## config.mk

```make
export PLATFORM = sky130hd
export DESIGN_NAME = flash_selfprog_access_guard
export DESIGN_NICKNAME = d
export VERILOG_FILES = /design/src/flash_guard_pkg.sv /design/src/prog_timer.sv /design/src/lock_check.sv /design/src/flash_selfprog_access_guard.sv
export VERILOG_INCLUDE_DIRS = /design/src
export SDC_FILE = /design/constraint.sdc
export NUM_CORES = 1
export LEC_CHECK = 0
export BUFFER_PORTS_ARGS = -buffer_cell sky130_fd_sc_hd__buf_2
export CORE_MARGIN = 2
export CORE_UTILIZATION = 42
export DETAILED_ROUTE_END_ITERATION = 10
export PLACE_DENSITY = 0.77
export SLEW_MARGIN = 20
export SYNTH_ARGS = -nofsm -noshare
export SYNTH_HDL_FRONTEND = slang
export SYNTH_SLANG_ARGS = --single-unit
```

## constraint.sdc

```tcl
create_clock -name i_clk -period 2.9 [get_ports i_clk]
set_clock_uncertainty 0.05 [all_clocks]
set_input_delay 0.145 -clock i_clk [delete_from_list [all_inputs] [get_ports i_clk]]
set_output_delay 0.145 -clock i_clk [all_outputs]
set_load 0.01 [all_outputs]
```

## src/flash_guard_defines.svh

```systemverilog
// Constants for the flash self-programming access guard.
`ifndef FLASH_GUARD_DEFINES_SVH
`define FLASH_GUARD_DEFINES_SVH

// ----------------------------------------------------------------
// Widths and geometry
// ----------------------------------------------------------------
`define ADDR_W          16
`define FLASH_BYTES     17'h08000
`define HALT_START      16'h7000
`define BOOT_BYTES_11   17'h00200
`define BOOT_BYTES_10   17'h00400
`define BOOT_BYTES_01   17'h00800
`define BOOT_BYTES_00   17'h01000

// ----------------------------------------------------------------
// Timing
// ----------------------------------------------------------------
`define CLK_MHZ         125
`define PROG_TIME_US    4000
`define PROG_CYCLES     (`PROG_TIME_US * `CLK_MHZ)

// ----------------------------------------------------------------
// Register map and fields
// ----------------------------------------------------------------
`define REG_CTRL_OFS    12'h000
`define REG_LOCK_OFS    12'h004
`define CTRL_BUSY_BIT   0
`define CTRL_CLR_BIT    1
`define CTRL_ACT_BIT    2
`define CTRL_IVEC_BIT   3
`define CTRL_STREF_BIT  4
`define CTRL_LDREF_BIT  5
`define CTRL_BSZ_LSB    6
`define CTRL_STALL_BIT  8
`define LOCK_RESET      4'hF

`endif

```

## src/flash_guard_pkg.sv

```systemverilog
// Types shared by the flash self-programming access guard.
`default_nettype none
`include "flash_guard_defines.svh"

package flash_guard_pkg;

   // Kind of program-memory access issued by the CPU.
   typedef enum logic [1:0] {
      CMD_LOAD  = 2'h0,
      CMD_ERASE = 2'h1,
      CMD_WRITE = 2'h2,
      CMD_LOCK  = 2'h3
   } cmd_kind_t;

   // One access request from the CPU core.
   typedef struct packed {
      logic                 valid;
      cmd_kind_t            kind;
      logic [`ADDR_W-1:0]   addr;
      logic [`ADDR_W-1:0]   exec_addr;
      logic [3:0]           lock_data;
   } cpu_cmd_t;

   // Start of a page operation towards the flash array.
   typedef struct packed {
      logic                 start;
      logic                 erase;
      logic [`ADDR_W-1:0]   page_addr;
   } prog_req_t;

   // Answer to a load access.
   typedef struct packed {
      logic                 valid;
      logic                 refused;
      logic [7:0]           data;
   } load_rsp_t;

   // Programming sequencer states, Gray from ST_IDLE to ST_FIN; the return to ST_IDLE flips both bits.
   typedef enum logic [1:0] {
      ST_IDLE = 2'h0,
      ST_PROG = 2'h1,
      ST_FIN  = 2'h3
   } prog_state_t;

endpackage

`default_nettype wire

```

## src/prog_timer.sv

```systemverilog
// Counter that times one page erase or page write.
`default_nettype none
`include "flash_guard_defines.svh"

module prog_timer #(
   parameter int unsigned CYCLES = `PROG_CYCLES
) (
   input  wire logic i_clk,
   input  wire logic i_reset,
   input  wire logic i_start,
   output logic      o_done
);

   localparam int unsigned CW = $clog2(CYCLES + 1);

   logic [CW-1:0] count_q;
   logic [CW-1:0] count_d;

   // Load on start, count down, pulse done on the last cycle.
   assign count_d = i_start ? CW'(CYCLES) :
                    (count_q != '0) ? count_q - 1'b1 : count_q;

   always_ff @(posedge i_clk or posedge i_reset) begin
      if (i_reset) begin
         count_q <= '0;
      end else begin
         count_q <= count_d;
      end
   end

   assign o_done = (count_q == CW'(1));

endmodule

`default_nettype wire

```

## src/lock_check.sv

```systemverilog
// Permission decode for one access against the two lock fields.
`default_nettype none

module lock_check (
   input  wire logic       i_target_boot,
   input  wire logic       i_exec_boot,
   input  wire logic [1:0] i_app_lock,
   input  wire logic [1:0] i_boot_lock,
   input  wire logic       i_ivec_boot,
   output logic            o_store_ok,
   output logic            o_load_ok,
   output logic            o_irq_off
);

   // Bit 1 of a field is the read lock, bit 0 the write lock; 0 = programmed.
   logic app_wr_locked;
   logic app_rd_locked;
   logic boot_wr_locked;
   logic boot_rd_locked;

   assign app_wr_locked  = ~i_app_lock[0];
   assign app_rd_locked  = ~i_app_lock[1];
   assign boot_wr_locked = ~i_boot_lock[0];
   assign boot_rd_locked = ~i_boot_lock[1];

   // Stores only run from boot code, and only into an unlocked section.
   assign o_store_ok = i_exec_boot &&
                       !(i_target_boot ? boot_wr_locked : app_wr_locked);

   // Reads are only fenced when they cross from the other section.
   assign o_load_ok  = !( i_target_boot && !i_exec_boot && boot_rd_locked) &&
                       !(!i_target_boot &&  i_exec_boot && app_rd_locked);

   // Vectors outside the read-locked section cannot serve code running inside it.
   assign o_irq_off  = (!i_exec_boot && app_rd_locked  &&  i_ivec_boot) ||
                       ( i_exec_boot && boot_rd_locked && !i_ivec_boot);

endmodule

`default_nettype wire

```

## src/flash_selfprog_access_guard.sv

```systemverilog
// Access guard for CPU self-programming of the on-chip program flash.
//
// What this block does
// - Page address, not fetch address, picks behaviour.
// - Concurrent-section programming keeps CPU running.
// - Halting-section programming stalls CPU throughout.
// - Concurrent section unreadable during any programming.
// - Boot section always lies in halting section.
// - Busy flag reads one while section blocked.
// - Busy flag holds until software clears it.
// - Lock bits program from boot section code only, chip erase clears; APB lock-register writes and the external port also program them here.
// - General write lock ignores store instruction.
// - General read/write lock ignores load/store.
// - Application field 11 means no restriction.
// - Application write lock refuses stores there.
// - Application read lock refuses boot-code loads.
// - Application read lock may disable interrupts.
// - Boot field 11 means no restriction.
// - Boot write lock refuses stores there.
// - Boot read lock refuses application-code loads.
// - Boot read lock may disable interrupts.
// - Stores honoured only from boot section code.
//
// Our own choices: the APB interface to the registers and the address map.
`default_nettype none
`include "flash_guard_defines.svh"

module flash_selfprog_access_guard #(
   parameter int unsigned          PROG_CYCLES = `PROG_CYCLES,
   parameter logic [`ADDR_W-1:0]   HALT_START  = `HALT_START,
   parameter logic [`ADDR_W:0]     FLASH_BYTES = `FLASH_BYTES
) (
   input  wire logic                      i_clk,
   input  wire logic                      i_reset,
   // APB slave.
   input  wire logic                      i_psel,
   input  wire logic                      i_penable,
   input  wire logic                      i_pwrite,
   input  wire logic [11:0]               i_paddr,
   input  wire logic [31:0]               i_pwdata,
   input  wire logic [3:0]                i_pstrb,
   output logic                           o_pready,
   output logic [31:0]                    o_prdata,
   output logic                           o_pslverr,
   // CPU core side.
   input  wire flash_guard_pkg::cpu_cmd_t i_cmd,
   input  wire logic [`ADDR_W-1:0]        i_fetch_addr,
   input  wire logic [7:0]                i_flash_rdata,
   output flash_guard_pkg::load_rsp_t     o_load,
   output logic                           o_fetch_block,
   output logic                           o_cpu_stall,
   output logic                           o_irq_disable,
   output logic                           o_store_refused,
   output flash_guard_pkg::prog_req_t     o_prog,
   // Fuses and external programming interface.
   input  wire logic [1:0]                i_boot_size_fuses,
   input  wire logic                      i_chip_erase,
   input  wire logic                      i_ext_lock_wr,
   input  wire logic [3:0]                i_ext_lock_data
);

   // ----------------------------------------------------------------
   // Fuse synchroniser
   // ----------------------------------------------------------------

   // Fuse levels come from outside the clock domain, so two stages first.
   logic [1:0] fuse_meta_q;
   logic [1:0] fuse_q;

   always_ff @(posedge i_clk or posedge i_reset) begin
      if (i_reset) begin
         fuse_meta_q <= 2'h3;
         fuse_q      <= 2'h3;
      end else begin
         fuse_meta_q <= i_boot_size_fuses;
         fuse_q      <= fuse_meta_q;
      end
   end

   // ----------------------------------------------------------------
   // Section boundaries
   // ----------------------------------------------------------------

   // Boot size from the fuses, smallest when unprogrammed.
   logic [`ADDR_W:0]   boot_bytes;
   logic [`ADDR_W:0]   boot_raw;
   logic [`ADDR_W-1:0] boot_start;

   assign boot_bytes = (fuse_q == 2'h3) ? `BOOT_BYTES_11 :
                       (fuse_q == 2'h2) ? `BOOT_BYTES_10 :
                       (fuse_q == 2'h1) ? `BOOT_BYTES_01 : `BOOT_BYTES_00;
   assign boot_raw   = FLASH_BYTES - boot_bytes;

   // A boot size reaching below the fixed boundary is clipped to it, so
   // the boot section can never overlap the concurrent-read section.
   assign boot_start = (boot_raw[`ADDR_W-1:0] < HALT_START) ?
                       HALT_START : boot_raw[`ADDR_W-1:0];

   // Section membership of each address the CPU presents.
   logic target_boot;
   logic exec_boot;
   logic target_conc;
   logic fetch_conc;

   assign target_boot = (i_cmd.addr      >= boot_start);
   assign exec_boot   = (i_cmd.exec_addr >= boot_start);
   assign target_conc = (i_cmd.addr      <  HALT_START);
   assign fetch_conc  = (i_fetch_addr    <  HALT_START);

   // ----------------------------------------------------------------
   // Lock state
   // ----------------------------------------------------------------

   logic [3:0] lock_q;
   logic [3:0] lock_d;
   logic       ivec_boot_q;
   logic       ivec_boot_d;

   // Permission for the current request and for the executing code.
   logic store_ok;
   logic load_ok;
   logic irq_off;

   // Only the two lock fields are consulted; any general lock mode is
   // outside this block and cannot fence the store or load path.
   lock_check u_lock_check (
      .i_target_boot (target_boot),
      .i_exec_boot   (exec_boot),
      .i_app_lock    (lock_q[1:0]),
      .i_boot_lock   (lock_q[3:2]),
      .i_ivec_boot   (ivec_boot_q),
      .o_store_ok    (store_ok),
      .o_load_ok     (load_ok),
      .o_irq_off     (irq_off)
   );

   // ----------------------------------------------------------------
   // APB decode
   // ----------------------------------------------------------------

   // One wait state: pready rises one cycle into the access phase.
   logic apb_acc;
   logic apb_wr;
   logic sel_ctrl;
   logic sel_lock;
   logic map_hit;
   logic lane0;

   assign apb_acc  = i_psel && i_penable;
   assign apb_wr   = apb_acc && o_pready && i_pwrite;
   assign sel_ctrl = (i_paddr == `REG_CTRL_OFS);
   assign sel_lock = (i_paddr == `REG_LOCK_OFS);
   assign map_hit  = sel_ctrl || sel_lock;
   assign lane0    = i_pstrb[0];

   logic wr_ctrl;
   logic wr_lock;

   assign wr_ctrl = apb_wr && sel_ctrl && lane0;
   assign wr_lock = apb_wr && sel_lock && lane0;

   // ----------------------------------------------------------------
   // Command classification
   // ----------------------------------------------------------------

   logic prog_idle;
   logic busy_q;
   logic is_page_cmd;
   logic is_load;
   logic is_lockset;
   logic start_prog;
   logic store_refuse;
   logic load_refuse;

   assign is_page_cmd = i_cmd.valid && (i_cmd.kind == flash_guard_pkg::CMD_ERASE ||
                                        i_cmd.kind == flash_guard_pkg::CMD_WRITE);
   assign is_load     = i_cmd.valid && (i_cmd.kind == flash_guard_pkg::CMD_LOAD);
   assign is_lockset  = i_cmd.valid && (i_cmd.kind == flash_guard_pkg::CMD_LOCK);

   // A page operation starts only when idle and permitted; anything else
   // is dropped before it can reach the array.
   assign start_prog   = is_page_cmd && prog_idle && store_ok;
   assign store_refuse = (is_page_cmd && !(prog_idle && store_ok)) ||
                         (is_lockset && !exec_boot);

   // While the busy flag stands the concurrent section stays fenced.
   assign load_refuse  = is_load && (!load_ok || (busy_q && target_conc));

   // ----------------------------------------------------------------
   // Lock bit update
   // ----------------------------------------------------------------

   // Bits only move towards programmed (0); chip erase or reset restores 1.
   assign lock_d = i_chip_erase ? `LOCK_RESET :
                   lock_q
                   & ((wr_lock) ? i_pwdata[3:0] : 4'hF)
                   & ((is_lockset && exec_boot) ? i_cmd.lock_data : 4'hF)
                   & (i_ext_lock_wr ? i_ext_lock_data : 4'hF);

   assign ivec_boot_d = wr_ctrl ? i_pwdata[`CTRL_IVEC_BIT] : ivec_boot_q;

   always_ff @(posedge i_clk or posedge i_reset) begin
      if (i_reset) begin
         lock_q      <= `LOCK_RESET;
         ivec_boot_q <= 1'b0;
      end else begin
         lock_q      <= lock_d;
         ivec_boot_q <= ivec_boot_d;
      end
   end

   // ----------------------------------------------------------------
   // Programming sequencer
   // ----------------------------------------------------------------

   flash_guard_pkg::prog_state_t state_q;
   flash_guard_pkg::prog_state_t state_d;
   logic                         prog_done;
   logic [`ADDR_W-1:0]           page_q;
   logic [`ADDR_W-1:0]           page_d;
   logic                         halt_tgt_q;
   logic                         halt_tgt_d;

   prog_timer #(
      .CYCLES (PROG_CYCLES)
   ) u_prog_timer (
      .i_clk   (i_clk),
      .i_reset (i_reset),
      .i_start (start_prog),
      .o_done  (prog_done)
   );

   assign prog_idle = (state_q == flash_guard_pkg::ST_IDLE);

   // The section decision is frozen from the page address at start.
   assign page_d     = start_prog ? i_cmd.addr : page_q;
   assign halt_tgt_d = start_prog ? !target_conc : halt_tgt_q;

   always_comb begin
      state_d = state_q;
      case (state_q)
         flash_guard_pkg::ST_IDLE: begin
            if (start_prog) begin
               state_d = flash_guard_pkg::ST_PROG;
            end
         end
         flash_guard_pkg::ST_PROG: begin
            if (prog_done) begin
               state_d = flash_guard_pkg::ST_FIN;
            end
         end
         flash_guard_pkg::ST_FIN: begin
            state_d = flash_guard_pkg::ST_IDLE;
         end
         default: begin
            state_d = flash_guard_pkg::ST_IDLE;
         end
      endcase
   end

   always_ff @(posedge i_clk or posedge i_reset) begin
      if (i_reset) begin
         state_q    <= flash_guard_pkg::ST_IDLE;
         page_q     <= '0;
         halt_tgt_q <= 1'b0;
      end else begin
         state_q    <= state_d;
         page_q     <= page_d;
         halt_tgt_q <= halt_tgt_d;
      end
   end

   // ----------------------------------------------------------------
   // Busy flag and sticky refusal flags
   // ----------------------------------------------------------------

   logic busy_d;
   logic prog_active;
   logic busy_clr;
   logic st_ref_q;
   logic st_ref_d;
   logic ld_ref_q;
   logic ld_ref_d;

   assign prog_active = start_prog || (state_q == flash_guard_pkg::ST_PROG);
   assign busy_clr    = wr_ctrl && i_pwdata[`CTRL_CLR_BIT];

   // Set at every start and held until software clears it; a clear
   // during the operation cannot win, so the fence never drops early.
   assign busy_d = prog_active || (busy_q && !busy_clr);

   // Refusal flags: set wins over a write-one-to-clear.
   assign st_ref_d = store_refuse ||
                     (st_ref_q && !(wr_ctrl && i_pwdata[`CTRL_STREF_BIT]));
   assign ld_ref_d = load_refuse ||
                     (ld_ref_q && !(wr_ctrl && i_pwdata[`CTRL_LDREF_BIT]));

   always_ff @(posedge i_clk or posedge i_reset) begin
      if (i_reset) begin
         busy_q   <= 1'b0;
         st_ref_q <= 1'b0;
         ld_ref_q <= 1'b0;
      end else begin
         busy_q   <= busy_d;
         st_ref_q <= st_ref_d;
         ld_ref_q <= ld_ref_d;
      end
   end

   // ----------------------------------------------------------------
   // CPU-side outputs
   // ----------------------------------------------------------------

   // Stall only while the halting section is being programmed; the
   // concurrent case leaves the core running from halting code.
   logic stall_d;
   logic fetch_block_d;
   flash_guard_pkg::load_rsp_t load_d;
   flash_guard_pkg::prog_req_t prog_d;

   assign stall_d = (start_prog && !target_conc) ||
                    ((state_q == flash_guard_pkg::ST_PROG) && halt_tgt_q &&
                     !prog_done);

   // Fetches from the concurrent section are fenced while busy stands.
   assign fetch_block_d = busy_d && fetch_conc;

   // A refused load returns zero, never the protected byte.
   assign load_d.valid   = is_load;
   assign load_d.refused = load_refuse;
   assign load_d.data    = (is_load && !load_refuse) ? i_flash_rdata : 8'h00;

   assign prog_d.start     = start_prog;
   assign prog_d.erase     = (i_cmd.kind == flash_guard_pkg::CMD_ERASE);
   assign prog_d.page_addr = page_d;

   always_ff @(posedge i_clk or posedge i_reset) begin
      if (i_reset) begin
         o_cpu_stall     <= 1'b0;
         o_fetch_block   <= 1'b0;
         o_irq_disable   <= 1'b0;
         o_store_refused <= 1'b0;
         o_load          <= '0;
         o_prog          <= '0;
      end else begin
         o_cpu_stall     <= stall_d;
         o_fetch_block   <= fetch_block_d;
         o_irq_disable   <= irq_off;
         o_store_refused <= store_refuse;
         o_load          <= load_d;
         o_prog          <= prog_d;
      end
   end

   // ----------------------------------------------------------------
   // APB read data and handshake
   // ----------------------------------------------------------------

   logic [31:0] ctrl_view;
   logic [31:0] lock_view;
   logic [31:0] rdata_d;

   assign ctrl_view = {23'h000000, stall_d, fuse_q, ld_ref_q, st_ref_q,
                       ivec_boot_q, prog_active, 1'b0, busy_q};
   assign lock_view = {28'h0000000, lock_q};
   assign rdata_d   = sel_ctrl ? ctrl_view :
                      sel_lock ? lock_view : 32'h00000000;

   // Unmapped offsets answer with an error and zero data.
   always_ff @(posedge i_clk or posedge i_reset) begin
      if (i_reset) begin
         o_pready  <= 1'b0;
         o_prdata  <= 32'h00000000;
         o_pslverr <= 1'b0;
      end else begin
         o_pready  <= apb_acc && !o_pready;
         o_prdata  <= (apb_acc && !o_pready && !i_pwrite) ? rdata_d : 32'h00000000;
         o_pslverr <= apb_acc && !o_pready && !map_hit;
      end
   end

endmodule

`default_nettype wire

```

==> impl_metrics.toml <==
[power]
p_clk_share_pct = 36.7
p_sw_w = 0.0007125
internal_power_w = 0.001831
combPwrFrac_pct = 15.6
fin_total_pwr_w = 0.002543
netSwitchingFraction_pct = 28.02
ir_drop_mv = 0.2794
p_leak_nw = 2.584
power_density_mw_per_mm2 = 501.4
seq_power_share_pct = 47.7

[timing]
tightest_slew_ns = 0.7266
fin_crit_ns = 2.704
tns_ns = 0
setup_slack_ns = 0.1958
max_slew_margin_pct = 51.34
rsz0062_at_grt = "no"
setup_viol = 0
max_freq_mhz = 369.8
finalMaxSlewViolations = 0
hold_viol = 0
period_share_pct = 93.25

[critical_path]
worstPathRequired_ns = 3.10
cp-start-kind = "flop"
worstSetupPathType = "flop to flop"
r2r_cells = 8
cp-end-kind = "flop"
cp.arrival_ns = 2.90
r2r-end = "o_prog[0]$_DFFE_PP0P_"
path_max_fanout = 9
reg2reg_from = "fuse_q[1]$_DFF_PP1_"
ff2ff_setup_slack_ns = 0.20

[global_routing]
track_usage_pct = 18.72
grt_pass1_wl_um = 14590
grt_use_met2_pct = 32.74
use_met1_pct = 22.18
grt_antenna_before_repair = 0
met3_usage_pct = 4.468
grt-busiest-layer = "met2"
grt_max_degree = 40
gr-total-overflow = 0
grt_pass1_vias = 3203

[yosys]
synth_cell_types = 54
synth.top_cells.by_count = "69 x dfrtp_1, 27 x nor2_1, 23 x buf_4"
synth_ff_type = "dfrtp_1"
yosysTopAreaCell = "dfrtp_1"
synth_area_leaders = "dfrtp_1 45%, dfstp_2 5.5%, ha_1 4.9%"
synth_area_mm2 = 0.003795
seq_area_frac_synth_pct = 51.04
syn_area_per_cell_um2 = 10.97
synth_edf_count = 0
async_flop_share_pct = 100.0
synth-seq-cells = 77
synth_top_area_share_pct = 45.50
synth_cells = 346
synth.most_common_cell = "dfrtp_1"
yosysWarningCount = 0

[routing]
via_count = 3198
drt_drc_violations_left = 0
routedWlPerCell_um = 14.76
firstDrtPassIters = 6
drt-initial-drc-count = 157
wl_um = 9314
vias_per_cell = 5.068
ant_nets = 0

[hold_path]
hold_path_end = "o_prog[16]$_DFF_PP0_"
min_path_type = "input port to flop"
hp-start = "i_cmd[36]"
holdPathStages = 2

[cells_and_area]
nets = 657
area.growth.synth_to_final_pct = 33.66
fin_area_mm2 = 0.005072
fin_util_pct = 58.16
insertedDiodeCount = 0
drive_above_1_share_pct = 33.65

[floorplanning]
top_level_ports = 190
die_h_um = 99.06
placement_rows = 34
start_util_pct = 43.52
core_area_mm2 = 0.008721
die_area_mm2 = 0.009812
die_w_um = 99.06

[placed_design]
gp_congestion = 0.8360
port_buffers = 125
postPlaceCellArea_mm2 = 0.004479
dpl.hpwl_um = 6554
dp_slack_ns = 0.02263

[clock_network]
insertion_delay_ns = 0.36
cts_sinks = 77
cts_tree = "yes"
path_clk_slew_ns = 0.09
cts-htree-levels = 3
cts_buffer_depth = 2
cts-root-buf = "clkbuf_8"
numCtsBuffers = 9

[run_status]
status = "completed"

[job]
drv_cap = 0
[metal layers]
layer,up-vias,share of wire [%]
met4,0,2.2
met3,20,5.7
met1,1554,41
met5,-,0
met2,107,51
li1,1517,-
[cell families (layout without fill, tap and decap cells)]
| family | Yosys count | count (layout) | share of synthesized area, % |
|---|---|---|---|
| flops | 77 | 77 | 51.04 |
| fa+ha+maj | 15 | 15 | 4.946 |
| mux | 18 | 18 | 5.308 |
| compound gates | 48 | 48 | 9.034 |
| other cells | 2 | 27 | 0.1979 |
| simple gates | 127 | 129 | 18.66 |
| xor+xnor | 14 | 14 | 3.231 |
| buf+inv | 45 | 195 | 7.583 |
[stage by stage]
stage / hold slack [ns] / std cells
2_1_floorplan: 0.09948 / 371
5_1_grt: 0.02510 / 631
4_1_cts: 0.0005033 / 627
6_report: 0.01124 / 631
3_5_place_dp: 0.2015 / 582
3_3_place_gp: 0.2000 / 582
[worst max-delay path, cell delays in order, from the launching register on]
cell and delay (ns):
dfstp_2 0.57, nor2_1 0.07, ha_1 0.31, and4b_1 0.21
nand4_1 0.14, and3_4 0.22, or3_4 0.41, nor2_4 0.26
mux2_1 0.35
[power groups by stage]
stage | Sequential [W] | Clock (W) | Combinational, W
5_1_grt | 0.00122 | 0.000992 | 0.000446
3_3_place_gp | 0.00123 | 0 | 0.000338
4_1_cts | 0.00121 | 0.000943 | 0.000385
6_report | 0.00121 | 0.000934 | 0.000397
2_1_floorplan | 0.00122 | 0 | 0.000243
3_5_place_dp | 0.00123 | 0 | 0.000354
[cell usage in the layout, fill, tap and decap left out, types with 3 or more instances in the layout]
cell	n
a21oi_1	5
a22o_1	3
a31oi_1	3
and2_1	16
and3_1	5
buf_2	125
buf_4	10
clkbuf_8	9
conb_1	27
dfrtp_1	69
dfstp_2	8
dlygate4sd3_1	29
ha_1	15
inv_1	14
mux2_1	16
nand2_1	18
nand3_1	6
nand3b_1	4
nand4b_1	3
nor2_1	27
nor2b_1	3
nor3_1	17
nor4_1	10
o21ai_0	6
o21ai_1	5
o21bai_1	4
o221ai_1	4
o31ai_1	3
or3_1	3
xnor2_1	9
xor2_1	5
[registers in the layout, indices dropped and copies added (netlist names)]
register,flops
busy_q,1
fuse_meta_q,2
fuse_q,2
halt_tgt_q,1
ivec_boot_q,1
ld_ref_q,1
lock_q,4
o_cpu_stall,1
o_fetch_block,1
o_irq_disable,1
o_load,10
o_prdata,9
o_pready,1
o_prog,18
o_pslverr,1
o_store_refused,1
st_ref_q,1
state_q,2
u_prog_timer.count_q,19
[cell type report]
| class | count | area, um^2 |
|---|---|---|
| Fill cell | 712 | 3649 |
| Timing Repair Buffer | 164 | 991.0 |
| Clock buffer | 9 | 123.9 |
| Inverter | 15 | 57.56 |
| Tap cell | 108 | 135.1 |
| Multi-Input combinational cell | 251 | 1723 |
| Clock inverter | 7 | 105.1 |
| Sequential cell | 77 | 1937 |
[worst max path at each step]
stage / from / end / slack, ns / cells past startpoint
after floorplan: fuse_q[1]$_DFF_PP1_ / o_prog[10]$_DFFE_PP0P_ / 0.13 / 11
after global placement: fuse_q[1]$_DFF_PP1_ / o_prog[2]$_DFFE_PP0P_ / 0.08 / 8
after detailed placement: fuse_q[1]$_DFF_PP1_ / o_prog[9]$_DFFE_PP0P_ / 0.02 / 8
after CTS: fuse_q[1]$_DFF_PP1_ / o_prog[9]$_DFFE_PP0P_ / 0.007 / 8
after global routing: fuse_q[1]$_DFF_PP1_ / o_prog[12]$_DFFE_PP0P_ / 0.03 / 8
final: fuse_q[1]$_DFF_PP1_ / o_prog[0]$_DFFE_PP0P_ / 0.20 / 8
[repair_timing]
| item | CTS | global route |
|---|---|---|
| hold buffers | 29 | 0 |
| setup buffers | 0 | 2 |
| endpoints found under the hold margin | 62 | 0 |
| resized for setup | 0 | 6 |
| setup endpoints to repair | 0 | 37 |
No activity file was read; power rests on OpenSTA's default activity.
